==> src/pkg/hisup_pkg.sv <==
// Package: constants, modes and carriers of the heat impulse supervision block
package hisup_pkg;

	// Clock and tick
	localparam int unsigned CLK_HZ        = 50000000;
	localparam int unsigned TICK_MS       = 1;
	localparam int unsigned TICK_CYC      = CLK_HZ / 1000 * TICK_MS;

	// Timing figures in milliseconds
	localparam int unsigned COMP_GAP_MS   = 2000;
	localparam int unsigned COMP_RUN_MS   = 2000;
	localparam int unsigned HOLD2_MS      = 2000;
	localparam int unsigned DECI_MS       = 100;
	localparam int unsigned BLINK_MS      = 250;

	// Measuring impulse length in microseconds, and cycles per microsecond
	localparam int unsigned MEAS_US_DEF   = 1700;
	localparam int unsigned CYC_PER_US    = CLK_HZ / 1000000;

	// Parameter ranges and defaults
	localparam logic signed [15:0] CAL_DEF    = 16'sh0014;
	localparam logic signed [15:0] CAL_MIN    = 16'sh0000;
	localparam logic signed [15:0] CAL_MAX    = 16'sh0028;
	localparam logic signed [15:0] CAL_CYCLIC = 16'shFFFF;
	localparam logic [9:0]         HTL_MAX    = 10'h3E7;
	localparam logic [6:0]         DIAG_MAX   = 7'h63;
	localparam logic [15:0]        HEAT_PCT   = 16'h005F;
	localparam logic [15:0]        ANA_ZERO   = 16'h0000;

	// Error codes
	localparam logic [15:0] ERR_NONE   = 16'h0000;
	localparam logic [15:0] ERR_HEATUP = 16'h0130;
	localparam logic [15:0] ERR_DIAG_LO = 16'h0135;
	localparam logic [15:0] ERR_DIAG_HI = 16'h0136;

	// AXI4-Lite register byte addresses
	localparam logic [7:0] A_CTRL    = 8'h00;
	localparam logic [7:0] A_CAL     = 8'h04;
	localparam logic [7:0] A_HTL     = 8'h08;
	localparam logic [7:0] A_MEAS    = 8'h0C;
	localparam logic [7:0] A_WIN     = 8'h10;
	localparam logic [7:0] A_DIAG    = 8'h14;
	localparam logic [7:0] A_HEATUP  = 8'h18;
	localparam logic [7:0] A_STATUS  = 8'h1C;
	localparam logic [7:0] A_REPORT  = 8'h20;

	// CTRL field positions
	localparam int unsigned F_BIGEND  = 0;
	localparam int unsigned F_COMP    = 1;
	localparam int unsigned F_HOLD    = 3;
	localparam int unsigned F_HUEN    = 5;

	localparam logic [1:0] AXI_OKAY   = 2'h0;
	localparam logic [1:0] AXI_SLVERR = 2'h2;

	typedef enum logic [1:0] {
		COMP_OFF  = 2'b00,
		COMP_ON   = 2'b01,
		COMP_AUTO = 2'b10
	} hisup_comp_e;

	typedef enum logic [1:0] {
		HOLD_OFF = 2'b00,
		HOLD_ON  = 2'b01,
		HOLD_2S  = 2'b10
	} hisup_hold_e;

	typedef enum logic [1:0] {
		CAL_IDLE = 2'b00,
		CAL_RUN  = 2'b01,
		CAL_COMP = 2'b10
	} hisup_cal_e;

	// Cyclic data from the fieldbus master
	typedef struct packed {
		logic        heat_request_bit;
		logic        calibration_request;
		logic [15:0] set_point;
	} hisup_cyc_in_s;

	// Cyclic data back to the fieldbus master
	typedef struct packed {
		logic        temp_in_window_bit;
		logic        alarm;
		logic [15:0] actual_temp;
		logic [15:0] error_code;
	} hisup_cyc_out_s;

endpackage : hisup_pkg

==> src/core/hisup_top.sv <==
// Heat impulse supervision: parameters, timers, error and hold logic
//
// Implementation choices: the register offsets and the AXI4-Lite register port.
`timescale 1ns/1ps
`default_nettype none

// Contract
// - Calibration temperature defaults to 20 and accepts 0 to 40.
// - Parameter minus one takes calibration temperature from the cyclic field.
// - Calibration temperature change applies without new zero calibration.
// - Heat request longer than time limit switches the heating impulse off.
// - Heating time limit 0 to 999 tenths; zero disables, default zero.
// - Measuring impulse length configurable, default 1.7 ms; MEAS_CYC_O saturates at 0xFFFF cycles (1310.7 us).
// - Data format selects little or big endian for all cyclic data.
// - Phase compensation off, on or automatic; off is default.
// - On: second zero calibration within 2 s gains compensation, lasting 2 s.
// - On: gap above 2 s gives ordinary zero calibration.
// - During compensation blink indicator and drive analog output to zero level.
// - Automatic: compensation after every successful zero calibration.
// - Temperature outside band when start drops gives error 309 or 310.
// - Diagnosis delay 0 to 9.9 s from first low limit crossing.
// - Diagnosis uses same limits as the in-window status bit.
// - Heatup timer from heat request; not reaching 95% gives error 304.
// - Heatup timeout supervision off by default, enabled by parameter.
// - Hold off reports real-time actual temperature.
// - Hold on reports value latched at end of last sealing phase.
// - Two-second hold freezes report 2 s after each sealing phase.
// - Hold affects only fieldbus report; analog output stays real-time. The AXI REPORT register also returns the held value.
// - Tolerance window has separate low and high thresholds.
module hisup_top (
	input  wire logic                     MCLK_I,
	input  wire logic                     NRST_I,
	input  wire logic [7:0]               AWADDR_I,
	input  wire logic                     AWVALID_I,
	output logic                          AWREADY_O,
	input  wire logic [31:0]              WDATA_I,
	input  wire logic [3:0]               WSTRB_I,
	input  wire logic                     WVALID_I,
	output logic                          WREADY_O,
	output logic [1:0]                    BRESP_O,
	output logic                          BVALID_O,
	input  wire logic                     BREADY_I,
	input  wire logic [7:0]               ARADDR_I,
	input  wire logic                     ARVALID_I,
	output logic                          ARREADY_O,
	output logic [31:0]                   RDATA_O,
	output logic [1:0]                    RRESP_O,
	output logic                          RVALID_O,
	input  wire logic                     RREADY_I,
	input  wire hisup_pkg::hisup_cyc_in_s CYC_IN_I,
	input  wire logic                     CYC_IN_SWAP_I,
	input  wire logic [15:0]              TEMP_REAL_I,
	input  wire logic                     CAL_DONE_I,
	input  wire logic                     CAL_OK_I,
	output hisup_pkg::hisup_cyc_out_s     CYC_OUT_O,
	output logic                          HEAT_EN_O,
	output logic                          CAL_RUN_O,
	output logic                          COMP_RUN_O,
	output logic [15:0]                   CAL_TEMP_O,
	output logic [15:0]                   MEAS_CYC_O,
	output logic [15:0]                   ANALOG_O,
	output logic                          LED_OUT_O
);
	import hisup_pkg::*;

	// Registers
	logic        big_end_ff;
	hisup_comp_e comp_mode_ff;
	hisup_hold_e hold_mode_ff;
	logic        hu_en_ff;
	logic signed [15:0] cal_par_ff;
	logic [9:0]  htl_ff;
	logic [15:0] meas_us_ff;
	logic [15:0] win_lo_ff, win_hi_ff;
	logic [6:0]  diag_dly_ff;
	logic [9:0]  hu_time_ff;

	// Byte order: cyclic in raw, normalised here
	logic [15:0] sp_raw, set_point;
	assign sp_raw = CYC_IN_I.set_point;
	assign set_point = (CYC_IN_SWAP_I ^ big_end_ff) ? {sp_raw[7:0], sp_raw[15:8]} : sp_raw;

	// AXI4-Lite write path
	logic        aw_got_ff, w_got_ff;
	logic [7:0]  aw_addr_ff;
	logic [31:0] w_data_ff;
	logic        bvalid_ff;
	logic [1:0]  bresp_ff;
	logic        do_wr;
	assign AWREADY_O = !aw_got_ff && !bvalid_ff;
	assign WREADY_O  = !w_got_ff && !bvalid_ff;
	assign do_wr     = aw_got_ff && w_got_ff && !bvalid_ff;
	assign BVALID_O  = bvalid_ff;
	assign BRESP_O   = bresp_ff;

	always_ff @(posedge MCLK_I or negedge NRST_I) begin
		if (!NRST_I) begin
			aw_got_ff  <= 1'b0;
			w_got_ff   <= 1'b0;
			aw_addr_ff <= 8'h00;
			w_data_ff  <= 32'h0000_0000;
			bvalid_ff  <= 1'b0;
			bresp_ff   <= AXI_OKAY;
		end else begin
			if (AWVALID_I && AWREADY_O) begin
				aw_got_ff  <= 1'b1;
				aw_addr_ff <= AWADDR_I;
			end
			if (WVALID_I && WREADY_O) begin
				w_got_ff  <= 1'b1;
				w_data_ff <= WDATA_I;
			end
			if (do_wr) begin
				aw_got_ff <= 1'b0;
				w_got_ff  <= 1'b0;
				bvalid_ff <= 1'b1;
				bresp_ff  <= (aw_addr_ff <= A_HEATUP && aw_addr_ff[1:0] == 2'b00) ?
					AXI_OKAY : AXI_SLVERR;
			end else if (bvalid_ff && BREADY_I) begin
				bvalid_ff <= 1'b0;
			end
		end
	end

	// Parameter registers; byte strobes only block a write when all are zero, otherwise whole word written
	always_ff @(posedge MCLK_I or negedge NRST_I) begin
		if (!NRST_I) begin
			big_end_ff   <= 1'b0;
			comp_mode_ff <= COMP_OFF;
			hold_mode_ff <= HOLD_OFF;
			hu_en_ff     <= 1'b0;
			cal_par_ff   <= CAL_DEF;
			htl_ff       <= 10'h000;
			meas_us_ff   <= 16'(MEAS_US_DEF);
			win_lo_ff    <= 16'h0000;
			win_hi_ff    <= 16'hFFFF;
			diag_dly_ff  <= 7'h00;
			hu_time_ff   <= 10'h000;
		end else if (do_wr && WSTRB_I != 4'h0) begin
			unique case (aw_addr_ff)
				A_CTRL: begin
					big_end_ff <= w_data_ff[F_BIGEND];
					if (w_data_ff[F_COMP+:2] != 2'b11)
						comp_mode_ff <= hisup_comp_e'(w_data_ff[F_COMP+:2]);
					if (w_data_ff[F_HOLD+:2] != 2'b11)
						hold_mode_ff <= hisup_hold_e'(w_data_ff[F_HOLD+:2]);
					hu_en_ff <= w_data_ff[F_HUEN];
				end
				A_CAL: begin
					if (($signed(w_data_ff[15:0]) >= CAL_MIN && $signed(w_data_ff[15:0]) <= CAL_MAX)
						|| w_data_ff[15:0] == CAL_CYCLIC)
						cal_par_ff <= w_data_ff[15:0];
				end
				A_HTL: begin
					htl_ff <= (w_data_ff[9:0] > HTL_MAX) ? HTL_MAX : w_data_ff[9:0];
				end
				A_MEAS: meas_us_ff <= (w_data_ff[15:0] == 16'h0000) ? 16'h0001 : w_data_ff[15:0];
				A_WIN: begin
					win_lo_ff <= w_data_ff[15:0];
					win_hi_ff <= w_data_ff[31:16];
				end
				A_DIAG: diag_dly_ff <= (w_data_ff[6:0] > DIAG_MAX) ? DIAG_MAX : w_data_ff[6:0];
				A_HEATUP: hu_time_ff <= w_data_ff[9:0];
				default: ;
			endcase
		end
	end

	assign MEAS_CYC_O = 16'(32'(meas_us_ff) * CYC_PER_US > 32'hFFFF ? 32'hFFFF :
		32'(meas_us_ff) * CYC_PER_US);

	assign CAL_TEMP_O = (cal_par_ff == CAL_CYCLIC) ? set_point : cal_par_ff;

	logic [15:0] tick_cnt_ff;
	logic        tick;
	assign tick = (tick_cnt_ff == 16'(TICK_CYC - 1));
	always_ff @(posedge MCLK_I or negedge NRST_I) begin
		if (!NRST_I) tick_cnt_ff <= 16'h0000;
		else tick_cnt_ff <= tick ? 16'h0000 : tick_cnt_ff + 16'h0001;
	end

	logic heat_req, heat_prev_ff, heat_rise, heat_fall;
	assign heat_req  = CYC_IN_I.heat_request_bit;
	assign heat_rise = heat_req && !heat_prev_ff;
	assign heat_fall = !heat_req && heat_prev_ff;

	// Heating time limit
	logic [16:0] heat_ms_ff;
	logic        cutoff_ff;
	always_ff @(posedge MCLK_I or negedge NRST_I) begin
		if (!NRST_I) begin
			heat_prev_ff <= 1'b0;
			heat_ms_ff   <= 17'h00000;
			cutoff_ff    <= 1'b0;
		end else begin
			heat_prev_ff <= heat_req;
			if (!heat_req) begin
				heat_ms_ff <= 17'h00000;
				cutoff_ff  <= 1'b0;
			end else begin
				if (tick && heat_ms_ff != 17'h1FFFF) heat_ms_ff <= heat_ms_ff + 17'h00001;
				if (htl_ff != 10'h000 && heat_ms_ff >= 17'(htl_ff) * 17'(DECI_MS))
					cutoff_ff <= 1'b1;
			end
		end
	end
	assign HEAT_EN_O = heat_req && !cutoff_ff && !CAL_RUN_O;

	// Zero calibration and compensation sequencer
	hisup_cal_e  cal_st_ff;
	logic [11:0] gap_ms_ff, comp_ms_ff;
	logic        recent_ff, comp_req_ff;
	logic        cal_req_prev_ff, cal_start;
	assign cal_start = CYC_IN_I.calibration_request && !cal_req_prev_ff && cal_st_ff == CAL_IDLE;
	always_ff @(posedge MCLK_I or negedge NRST_I) begin
		if (!NRST_I) begin
			cal_st_ff       <= CAL_IDLE;
			gap_ms_ff       <= 12'h000;
			comp_ms_ff      <= 12'h000;
			recent_ff       <= 1'b0;
			comp_req_ff     <= 1'b0;
			cal_req_prev_ff <= 1'b0;
		end else begin
			cal_req_prev_ff <= CYC_IN_I.calibration_request;
			unique case (cal_st_ff)
				CAL_IDLE: begin
					if (tick && gap_ms_ff < 12'(COMP_GAP_MS)) gap_ms_ff <= gap_ms_ff + 12'h001;
					if (gap_ms_ff >= 12'(COMP_GAP_MS)) recent_ff <= 1'b0;
					if (cal_start) begin
						cal_st_ff   <= CAL_RUN;
						comp_req_ff <= comp_mode_ff == COMP_ON && recent_ff
							&& gap_ms_ff < 12'(COMP_GAP_MS);
					end
				end
				CAL_RUN: if (CAL_DONE_I) begin
					gap_ms_ff  <= 12'h000;
					comp_ms_ff <= 12'h000;
					recent_ff  <= CAL_OK_I && !comp_req_ff;
					if (CAL_OK_I && ((comp_req_ff && comp_mode_ff == COMP_ON)
						|| comp_mode_ff == COMP_AUTO))
						cal_st_ff <= CAL_COMP;
					else
						cal_st_ff <= CAL_IDLE;
				end
				CAL_COMP: begin
					if (tick) comp_ms_ff <= comp_ms_ff + 12'h001;
					if (comp_ms_ff >= 12'(COMP_RUN_MS - 1) && tick) begin
						cal_st_ff   <= CAL_IDLE;
						comp_req_ff <= 1'b0;
						recent_ff   <= 1'b0;
					end
				end
				default: cal_st_ff <= CAL_IDLE;
			endcase
		end
	end
	assign CAL_RUN_O  = cal_st_ff == CAL_RUN;
	assign COMP_RUN_O = cal_st_ff == CAL_COMP;

	logic blink_ff;
	logic [7:0] blink_ms_ff;
	always_ff @(posedge MCLK_I or negedge NRST_I) begin
		if (!NRST_I) begin
			blink_ff    <= 1'b0;
			blink_ms_ff <= 8'h00;
		end else if (!COMP_RUN_O) begin
			blink_ff    <= 1'b0;
			blink_ms_ff <= 8'h00;
		end else if (tick) begin
			blink_ms_ff <= (blink_ms_ff == 8'(BLINK_MS - 1)) ? 8'h00 : blink_ms_ff + 8'h01;
			if (blink_ms_ff == 8'(BLINK_MS - 1)) blink_ff <= !blink_ff;
		end
	end
	assign LED_OUT_O = COMP_RUN_O ? blink_ff : HEAT_EN_O;
	assign ANALOG_O  = COMP_RUN_O ? ANA_ZERO : TEMP_REAL_I;

	logic in_win, above_lo;
	assign above_lo = TEMP_REAL_I >= win_lo_ff;
	assign in_win   = above_lo && TEMP_REAL_I <= win_hi_ff;

	// Diagnosis, heatup and error latch
	logic [13:0] dly_ms_ff;
	logic        lo_seen_ff, diag_act_ff, alarm_ff, hu_done_ff;
	logic [15:0] err_ff;
	// Wide enough for the longest heatup time in milliseconds
	logic [16:0] hu_ms_ff;
	logic [25:0] sp95;
	assign sp95 = 26'(set_point) * 26'(HEAT_PCT);
	always_ff @(posedge MCLK_I or negedge NRST_I) begin
		if (!NRST_I) begin
			dly_ms_ff   <= 14'h0000;
			lo_seen_ff  <= 1'b0;
			diag_act_ff <= 1'b0;
			hu_ms_ff    <= 17'h00000;
			hu_done_ff  <= 1'b0;
			err_ff      <= ERR_NONE;
			alarm_ff    <= 1'b0;
		end else begin
			if (heat_rise) begin
				lo_seen_ff  <= 1'b0;
				diag_act_ff <= 1'b0;
				dly_ms_ff   <= 14'h0000;
				hu_ms_ff    <= 17'h00000;
				hu_done_ff  <= 1'b0;
			end else if (heat_req) begin
				if (above_lo) lo_seen_ff <= 1'b1;
				if (lo_seen_ff && tick && !diag_act_ff) dly_ms_ff <= dly_ms_ff + 14'h0001;
				if (lo_seen_ff && in_win && dly_ms_ff >= 14'(diag_dly_ff) * 14'(DECI_MS))
					diag_act_ff <= 1'b1;
				if (32'(TEMP_REAL_I) * 100 >= 32'(sp95)) hu_done_ff <= 1'b1;
				if (tick && !hu_done_ff && hu_ms_ff != 17'h1FFFF) hu_ms_ff <= hu_ms_ff + 17'h00001;
				if (hu_en_ff && !hu_done_ff && hu_ms_ff >= 17'(hu_time_ff) * 17'(DECI_MS)
					&& hu_time_ff != 10'h000) begin
					err_ff   <= ERR_HEATUP;
					alarm_ff <= 1'b1;
				end
			end
			if (heat_fall && !diag_act_ff) begin
				err_ff   <= above_lo ? ERR_DIAG_HI : ERR_DIAG_LO;
				alarm_ff <= 1'b1;
			end else if (heat_rise) begin
				err_ff   <= ERR_NONE;
				alarm_ff <= 1'b0;
			end
		end
	end

	// Reported actual temperature with hold
	logic [15:0] held_ff, hold_ms_ff;
	logic        held_valid_ff, hold2_ff;
	always_ff @(posedge MCLK_I or negedge NRST_I) begin
		if (!NRST_I) begin
			held_ff       <= 16'h0000;
			held_valid_ff <= 1'b0;
			hold2_ff      <= 1'b0;
			hold_ms_ff    <= 16'h0000;
		end else begin
			if (heat_fall) begin
				held_ff       <= TEMP_REAL_I;
				held_valid_ff <= 1'b1;
				hold2_ff      <= 1'b1;
				hold_ms_ff    <= 16'h0000;
			end else if (hold2_ff && tick) begin
				hold_ms_ff <= hold_ms_ff + 16'h0001;
				if (hold_ms_ff >= 16'(HOLD2_MS - 1)) hold2_ff <= 1'b0;
			end
		end
	end

	logic [15:0] rep_temp, rep_err;
	always_comb begin
		unique case (hold_mode_ff)
			HOLD_ON: rep_temp = held_valid_ff ? held_ff : TEMP_REAL_I;
			HOLD_2S: rep_temp = hold2_ff ? held_ff : TEMP_REAL_I;
			default: rep_temp = TEMP_REAL_I;
		endcase
		rep_err = err_ff;
	end

	always_ff @(posedge MCLK_I or negedge NRST_I) begin
		if (!NRST_I) begin
			CYC_OUT_O <= '0;
		end else begin
			CYC_OUT_O.temp_in_window_bit <= in_win;
			CYC_OUT_O.alarm              <= alarm_ff;
			CYC_OUT_O.actual_temp <= big_end_ff ? {rep_temp[7:0], rep_temp[15:8]} : rep_temp;
			CYC_OUT_O.error_code  <= big_end_ff ? {rep_err[7:0], rep_err[15:8]} : rep_err;
		end
	end

	// AXI4-Lite read path
	logic        rvalid_ff;
	logic [31:0] rdata_ff;
	logic [1:0]  rresp_ff;
	assign ARREADY_O = !rvalid_ff;
	assign RVALID_O  = rvalid_ff;
	assign RDATA_O   = rdata_ff;
	assign RRESP_O   = rresp_ff;
	always_ff @(posedge MCLK_I or negedge NRST_I) begin
		if (!NRST_I) begin
			rvalid_ff <= 1'b0;
			rdata_ff  <= 32'h0000_0000;
			rresp_ff  <= AXI_OKAY;
		end else if (ARVALID_I && ARREADY_O) begin
			rvalid_ff <= 1'b1;
			rresp_ff  <= AXI_OKAY;
			unique case (ARADDR_I)
				A_CTRL:   rdata_ff <= {26'h0, hu_en_ff, hold_mode_ff, comp_mode_ff, big_end_ff};
				A_CAL:    rdata_ff <= {16'h0000, cal_par_ff};
				A_HTL:    rdata_ff <= {22'h0, htl_ff};
				A_MEAS:   rdata_ff <= {16'h0000, meas_us_ff};
				A_WIN:    rdata_ff <= {win_hi_ff, win_lo_ff};
				A_DIAG:   rdata_ff <= {25'h0, diag_dly_ff};
				A_HEATUP: rdata_ff <= {22'h0, hu_time_ff};
				A_STATUS: rdata_ff <= {24'h0, diag_act_ff, in_win, cal_st_ff, cutoff_ff,
					alarm_ff, hu_done_ff, heat_req};
				A_REPORT: rdata_ff <= {err_ff, rep_temp};
				default: begin
					rdata_ff <= 32'h0000_0000;
					rresp_ff <= AXI_SLVERR;
				end
			endcase
		end else if (rvalid_ff && RREADY_I) begin
			rvalid_ff <= 1'b0;
		end
	end

	a_cutoff_off_heat: assert property (@(posedge MCLK_I) disable iff (!NRST_I)
		cutoff_ff |-> !HEAT_EN_O) else $error("heat enabled after cutoff");
	a_cutoff_needs_clear: assert property (@(posedge MCLK_I) disable iff (!NRST_I)
		$fell(cutoff_ff) |-> !$past(heat_req)) else $error("cutoff cleared with request set");
	a_zero_limit_idle: assert property (@(posedge MCLK_I) disable iff (!NRST_I)
		(htl_ff == 10'h000 && !cutoff_ff) |=> !cutoff_ff) else $error("cutoff with limit off");
	a_comp_analog_zero: assert property (@(posedge MCLK_I) disable iff (!NRST_I)
		COMP_RUN_O |-> ANALOG_O == ANA_ZERO) else $error("analog not zero in compensation");
	a_comp_off_never: assert property (@(posedge MCLK_I) disable iff (!NRST_I)
		(comp_mode_ff == COMP_OFF && !COMP_RUN_O) |=> !COMP_RUN_O)
		else $error("compensation started while off");
	a_comp_auto_start: assert property (@(posedge MCLK_I) disable iff (!NRST_I)
		(cal_st_ff == CAL_RUN && CAL_DONE_I && CAL_OK_I && comp_mode_ff == COMP_AUTO)
		|=> COMP_RUN_O) else $error("automatic compensation missing");
	a_cal_source: assert property (@(posedge MCLK_I) disable iff (!NRST_I)
		cal_par_ff == CAL_CYCLIC |-> CAL_TEMP_O == ((CYC_IN_SWAP_I ^ big_end_ff) ?
		{CYC_IN_I.set_point[7:0], CYC_IN_I.set_point[15:8]} : CYC_IN_I.set_point))
		else $error("cal source wrong");
	a_hold_off_live: assert property (@(posedge MCLK_I) disable iff (!NRST_I)
		hold_mode_ff == HOLD_OFF |-> rep_temp == TEMP_REAL_I) else $error("hold off not live");
	a_err_until_clear: assert property (@(posedge MCLK_I) disable iff (!NRST_I)
		(alarm_ff && !heat_rise) |=> alarm_ff) else $error("alarm dropped early");
	a_diag_err_fall: assert property (@(posedge MCLK_I) disable iff (!NRST_I)
		(heat_fall && !diag_act_ff) |=> alarm_ff && (err_ff == ERR_DIAG_HI || err_ff == ERR_DIAG_LO))
		else $error("diagnosis error missing");

endmodule : hisup_top

`default_nettype wire

==> config.mk <==
export PLATFORM = sky130hd
export DESIGN_NAME = hisup_top
export DESIGN_NICKNAME = d
export VERILOG_FILES = /design/src/pkg/hisup_pkg.sv /design/src/core/hisup_top.sv
export SDC_FILE = /design/constraint.sdc
export NUM_CORES = 1
export LEC_CHECK = 0
export ABC_AREA = 1
export BUFFER_PORTS_ARGS = -buffer_cell sky130_fd_sc_hd__buf_2
export CAP_MARGIN = 20
export CORE_MARGIN = 5
export CORE_UTILIZATION = 55
export DETAILED_ROUTE_END_ITERATION = 12
export MAX_ROUTING_LAYER = met4
export PLACE_DENSITY = 0.86
export REMOVE_ABC_BUFFERS = 1
export SYNTH_ARGS = -nofsm -noshare
export SYNTH_HDL_FRONTEND = slang
export SYNTH_SLANG_ARGS = --single-unit
==> constraint.sdc <==
create_clock -name MCLK_I -period 5.65 [get_ports MCLK_I]
set_input_delay 1.13 -clock MCLK_I [delete_from_list [all_inputs] [get_ports MCLK_I]]
set_output_delay 1.13 -clock MCLK_I [all_outputs]
set_load 0.05 [all_outputs]
==> results.md, run 1 <==
- Outcome: finished with violations
- Failing checks: negative setup slack
- Worst slew pin tran: 1.054 ns
- Gate count of the mapped netlist: 3692
- Average cell area after synthesis: 7.673 sq um
- Worst EP arrival: 6.14 ns
- Total Neg Setup Slack: -0.03680 ns
- Clk slew on worst S/H paths: 0.07 ns
- DR iter-0 viols: 2551
- Fin crit share: 1.007
- Clock sink count: 346
- H-tree level count: 2
- Most common cell after layout, fill and taps aside: nand2_1
- CP max stage cell: fa_2
- Req. time, crit path: 6.10 ns
- Number of antenna violations at the first check in global routing: 2
- Placed Cells: 4653
- FF-to-FF path depth: 31
- PnR worst setup slack: -0.03680 ns
- Seq cells post-synth: 346
- Fin. Hold Viols: 0
- Max_slew headroom: 0.2925
- Area Growth Syn to Fin: 17.57%
- Post-DP HPWL: 65060 microns
- Final GP Congestion: 1.024
- Post-Syn Area: 0.02833 sq mm
- Most frequent cells in the layout: nand2_1 (767), inv_1 (597), ha_1 (364), dfrtp_1 (323), o21ai_0 (243)
- Synth Flop Type: dfrtp_1
- Worst-path maximum fanout: 7
- HP Class: reg -> reg
- CTS tree: done
- Number of distinct library cells after synthesis: 52
- Post-synth EDFFs: 0
- RSZ-0062 raised after global routing: true
- Sequential element share of the synthesized area: 0.3066
- Clock Root Buffer: clkbuf_16
- Min cycle time layout: 5.687 ns
- Crit path largest cell delay: 0.55 ns
- Initial Util: 0.5533
- Die X: 237.0 microns
- Die ar.: 0.05615 sq mm
- Max Clock Freq: 0.1758 GHz
- Element type at the critical path start: input pin
- Fraction of registers with async set/reset: 1.000
- Slew Limit Fails: 0
- Drt wl/cell: 17.98 microns
- Max-cap violation count: 0
- Final setup violation count: 1
- Post-DRT Antenna Nets: 0
- Number of cell rows: 83
- Vias: 27020
- Die Span Y: 237.0 microns
- Yosys warning total: 0
- Fillcell total: 4121
- Clock Path Buffers: 3
- Wire length of the first global-routing pass: 135600 microns
- TritonRoute pass-1 iters: 8
- Remaining routing DRC violations: 0
- Num CTS Buffers: 40
- WL final: 85380 microns
- CP Class: in -> reg
- Largest net degree at the start of global routing: 109
- # IOs: 223
- Finished Core Util: 0.6506
- Total grt overflow: 0
- Cell Count, Final, Fillers Out: 4748
- Layout Skew: 0.02231 ns
- # port buffers: 214
- Clock Latency Late Sink: 0.58 ns
- Pre-CTS setup slack: -1.219 ns
- Mean number of vias per cell: 5.690
- Core area: 0.05120 sq mm
- Share of layout cells above drive strength 1: 0.1540
- Nets@finish: 4588
- Vias in the first global route: 26600
- Gr usage total: 0.3037
- WHS Path Cells: 1
- Crit path capture type: flip-flop
[synthesized netlist by cell type (3+ instances only)]
library cell	n	area share
nor2_1	243	0.032
dfstp_2	23	0.021
o21ai_1	7	0.0012
buf_4	10	0.0026
o31ai_1	13	0.0034
nand4_1	94	0.021
mux2_2	5	0.0020
a21o_1	7	0.0019
ha_1	381	0.17
nor3_1	65	0.011
nor4_1	16	0.0035
clkbuf_1	54	0.0072
buf_2	15	0.0026
nand2_2	5	0.0011
or2_2	14	0.0031
fa_1	77	0.054
a31oi_1	6	0.0013
nand2_1	784	0.10
buf_1	5	0.00066
nand3b_1	12	0.0032
inv_1	614	0.081
o21bai_1	12	0.0032
dfrtp_1	323	0.29
o21ai_2	4	0.0012
o21a_1	9	0.0024
xor2_1	82	0.025
o211ai_1	4	0.0011
xnor2_1	36	0.011
nor3b_1	3	0.00079
a21oi_1	207	0.037
nand3_1	220	0.039
a21boi_0	6	0.0016
o21ai_0	264	0.047
o22ai_1	36	0.0079
inv_2	5	0.00066
and2_1	7	0.0015
a32oi_1	6	0.0019
[logic make-up after synthesis]
group           after synthesis  share of synthesized area
mux                           5                   0.001987
buf+inv                     705                    0.09575
fa+ha+maj                   458                     0.2227
other cells                   1                  0.0001324
flops                       346                     0.3066
compound gates              588                     0.1124
xor+xnor                    118                    0.03648
simple gates               1471                     0.2240
[final cells by class]
class | count | area (sq um) | share of cell area
Timing Repair Buffer | 376 | 2361 | 0.07089
Multi-Input combinational cell | 2648 | 17630 | 0.5292
Antenna cell | 3 | 7.507 | 0.0002254
Inverter | 620 | 2338 | 0.07021
Clock buffer | 53 | 1150 | 0.03452
Clock inverter | 20 | 270.3 | 0.008114
Sequential cell | 346 | 8687 | 0.2608
Timing Repair inverter | 2 | 15.01 | 0.0004508
Tap cell | 680 | 850.8 | 0.02554
[worst max-delay path: cells and delay by family]
| kind | cells | cell delay, ns |
|---|---|---|
| adders and majority gates | 6 | 2.60 |
| AOI/OAI and AO/OA | 8 | 0.98 |
| buffers and inverters | 8 | 0.70 |
| and+or+nand+nor | 7 | 0.54 |
| xor gates and xnor gates | 1 | 0.16 |
[per-stage QoR]
stage               hold slack (ns)  cell area [sq um]
floorplan                    0.4134              27970
global placement             0.4523              31030
detailed placement           0.4533              31030
CTS                          0.4622              32900
global route                 0.4897              33300
finish                       0.4663              33310
[worst paths after layout]
| path | start | end | slack (ns) |
|---|---|---|---|
| hold / removal | tick_cnt_ff[0]$_DFF_PN0_ | tick_cnt_ff[0]$_DFF_PN0_ | 0.47 |
| max in group asynchronous | NRST_I | heat_ms_ff[3]$_DFFE_PN0P_ | 3.88 |
| min in group asynchronous | NRST_I | gap_ms_ff[7]$_DFFE_PN0P_ | 0.60 |
| setup / recovery | CYC_IN_SWAP_I | hu_done_ff$_DFFE_PN0P_ | -0.04 |
| setup reg to reg | big_end_ff$_DFFE_PN0P_ | hu_done_ff$_DFFE_PN0P_ | 0.07 |
| hold reg to reg | tick_cnt_ff[0]$_DFF_PN0_ | tick_cnt_ff[0]$_DFF_PN0_ | 0.47 |
[registers in the layout, indices dropped and copies added, names as in the netlist, 10 cells and up]
signal,cells
cal_par_ff,16
win_lo_ff,16
hold_ms_ff,16
CYC_OUT_O,26
hu_time_ff,10
w_data_ff,32
htl_ff,10
RDATA_O,32
meas_us_ff,16
tick_cnt_ff,16
gap_ms_ff,12
heat_ms_ff,17
hu_ms_ff,17
dly_ms_ff,14
win_hi_ff,16
comp_ms_ff,12
held_ff,16
[per-layer routing]
layer | part of all wire | track usage | routed length (microns) | vias to the layer above
met2 | 0.46 | 0.4814 | 39440 | 1268
met4 | 0.063 | 0.1564 | 5357 | 0
met5 | 0 | - | 0 | -
met3 | 0.087 | 0.05113 | 7388 | 330
li1 | - | - | - | 12760
met1 | 0.39 | 0.3758 | 33190 | 12660
[timing repair]
action,CTS,global route
setup endpoints to repair,1,12
pin swaps,51,61
cloned,1,1
hold buffers,0,0
gates resized for setup,87,84
buffers inserted,10,8
Power of run 1 is left out: the tool's default activity adds up to more than one toggle a clock period on the data nets, which glitch-free logic cannot reach.
==> run 2: changes to the inputs <==
--- a/config.mk
+++ b/config.mk
@@ -17,3 +17,4 @@
 export SYNTH_ARGS = -nofsm -noshare
 export SYNTH_HDL_FRONTEND = slang
 export SYNTH_SLANG_ARGS = --single-unit
+export TNS_END_PERCENT = 5
==> results.md, run 2 (synthesis results as in run 1) <==
- Outcome: finished with violations
- Failing checks: negative setup slack
- Finished Cell Area: 0.03331 sq mm
- Vias in the first global route: 26600
- Clock Path Buffers: 3
- Largest net degree at the start of global routing: 109
- Vias: 26960
- Pre-CTS setup slack: -1.219 ns
- Clock Root Buffer: clkbuf_16
- GRT met2 Usage: 0.4814
- Num CTS Buffers: 40
- RSZ-0062 raised after global routing: true
- WL final: 85320 microns
- CP Class: in -> reg
- CP max stage cell: fa_2
- Max Clock Freq: 0.1756 GHz
- HP Class: reg -> reg
- Element type at the critical path start: input pin
- Number of antenna violations at the first check in global routing: 2
- # IOs: 223
- Req. time, crit path: 6.11 ns
- Wire length of the first global-routing pass: 135600 microns
- Placed Cells: 4653
- Post-DP HPWL: 65060 microns
- Worst EP arrival: 6.15 ns
- Crit path capture type: flip-flop
- Worst slew pin tran: 1.091 ns
- TritonRoute pass-1 iters: 8
- Number of cell rows: 83
- Worst-path maximum fanout: 7
- DR iter-0 viols: 2613
- Most common cell after layout, fill and taps aside: nand2_1
- Placed Area: 0.03103 sq mm
- PnR worst setup slack: -0.04323 ns
- Cell Count, Final, Fillers Out: 4748
- Clock Latency Late Sink: 0.58 ns
- Final setup violation count: 1
- Die X: 237.0 microns
- Crit path largest cell delay: 0.55 ns
- Initial Util: 0.5533
- GR peak layer: met2
- Max-cap violation count: 0
- Fin. Hold Viols: 0
- Total grt overflow: 0
- Clk slew on worst S/H paths: 0.07 ns
- Most frequent cells in the layout: nand2_1 (768), inv_1 (597), ha_1 (364), dfrtp_1 (323), o21ai_0 (243)
- Fin crit share: 1.008
- Final GP Congestion: 1.024
- GR Layer Usage met1: 0.3758
- Gr usage total: 0.3037
- H-tree level count: 2
- Hold buffers post-CTS: 0
- CTS tree: done
- Mean number of vias per cell: 5.677
- Slew Limit Fails: 0
- Layout Skew: 0.02493 ns
- Min cycle time layout: 5.693 ns
- Clock sink count: 346
- Met3 GRT Util: 0.05113
- Share of layout cells above drive strength 1: 0.1535
- Core area: 0.05120 sq mm
- Nets@finish: 4587
- Max_slew headroom: 0.2679
- Post-DRT Antenna Nets: 0
- Area Growth Syn to Fin: 17.57%
- Die ar.: 0.05615 sq mm
- Fillcell total: 4120
- Drt wl/cell: 17.97 microns
- Remaining routing DRC violations: 0
- Finished Core Util: 0.6506
- Die Span Y: 237.0 microns
- # port buffers: 214
run 2: cell types whose count changed in the layout (fill, tap and decap cells not counted):
cell	change
nand2_1	+1
nand2_2	-1
buf_2	-3
clkbuf_4	+3
diode_2	+1
clkinvlp_4	-1
run 2: final cells by class:
cell class | instances | area [sq um] | area share
multi-input combinational | 2648 | 17620 | 0.5292
sequential | 346 | 8687 | 0.2608
clock inverter | 20 | 270.3 | 0.008114
antenna | 4 | 10.01 | 0.0003005
tap | 680 | 850.8 | 0.02554
clock buffer | 53 | 1150 | 0.03452
timing repair buffer | 376 | 2369 | 0.07111
inverter | 620 | 2338 | 0.07021
timing repair inverter | 1 | 7.507 | 0.0002254
run 2: worst paths after layout:
path                                           from                   endpoint  slack, ns  depth (start not counted)
min in group asynchronous                    NRST_I   gap_ms_ff[7]$_DFFE_PN0P_       0.60                          1
max                                   CYC_IN_SWAP_I     hu_done_ff$_DFFE_PN0P_      -0.04                         30
min                        tick_cnt_ff[0]$_DFF_PN0_   tick_cnt_ff[0]$_DFF_PN0_       0.46                          1
max in group asynchronous                    NRST_I  heat_ms_ff[3]$_DFFE_PN0P_       3.89                          2
min reg2reg                tick_cnt_ff[0]$_DFF_PN0_   tick_cnt_ff[0]$_DFF_PN0_       0.46                          1
max reg2reg                  big_end_ff$_DFFE_PN0P_     hu_done_ff$_DFFE_PN0P_       0.07                         29
run 2: per-stage QoR:
stage / hold WS [ns] / TNS (ns)
floorplan: 0.4134 / -0.9289
global placement: 0.4523 / -1.031
detailed placement: 0.4533 / -1.219
CTS: 0.4622 / -0.03362
global route: 0.4897 / -0.2574
finish: 0.4600 / -0.04323
run 2: critical path, delay by kind of cell:
family / cells / cell delay, ns
buffers and inverters: 8 / 0.70
adders and majority gates: 6 / 2.60
xor gates and xnor gates: 1 / 0.16
AOI/OAI and AO/OA: 8 / 1.00
and+or+nand+nor: 7 / 0.54
run 2: per-layer routing:
| metal | vias to the layer above | wire [microns] |
|---|---|---|
| met5 | - | 0 |
| met4 | 0 | 5314 |
| met3 | 338 | 7165 |
| met2 | 1255 | 39540 |
| met1 | 12610 | 33300 |
| li1 | 12760 | - |
run 2: repair_timing:
action | CTS | global route
resized for setup | 87 | 85
pin swaps | 51 | 61
setup buffers | 10 | 8
cloned | 1 | 0
setup endpoints to repair | 1 | 12
Power of run 2 is left out for the same reason.
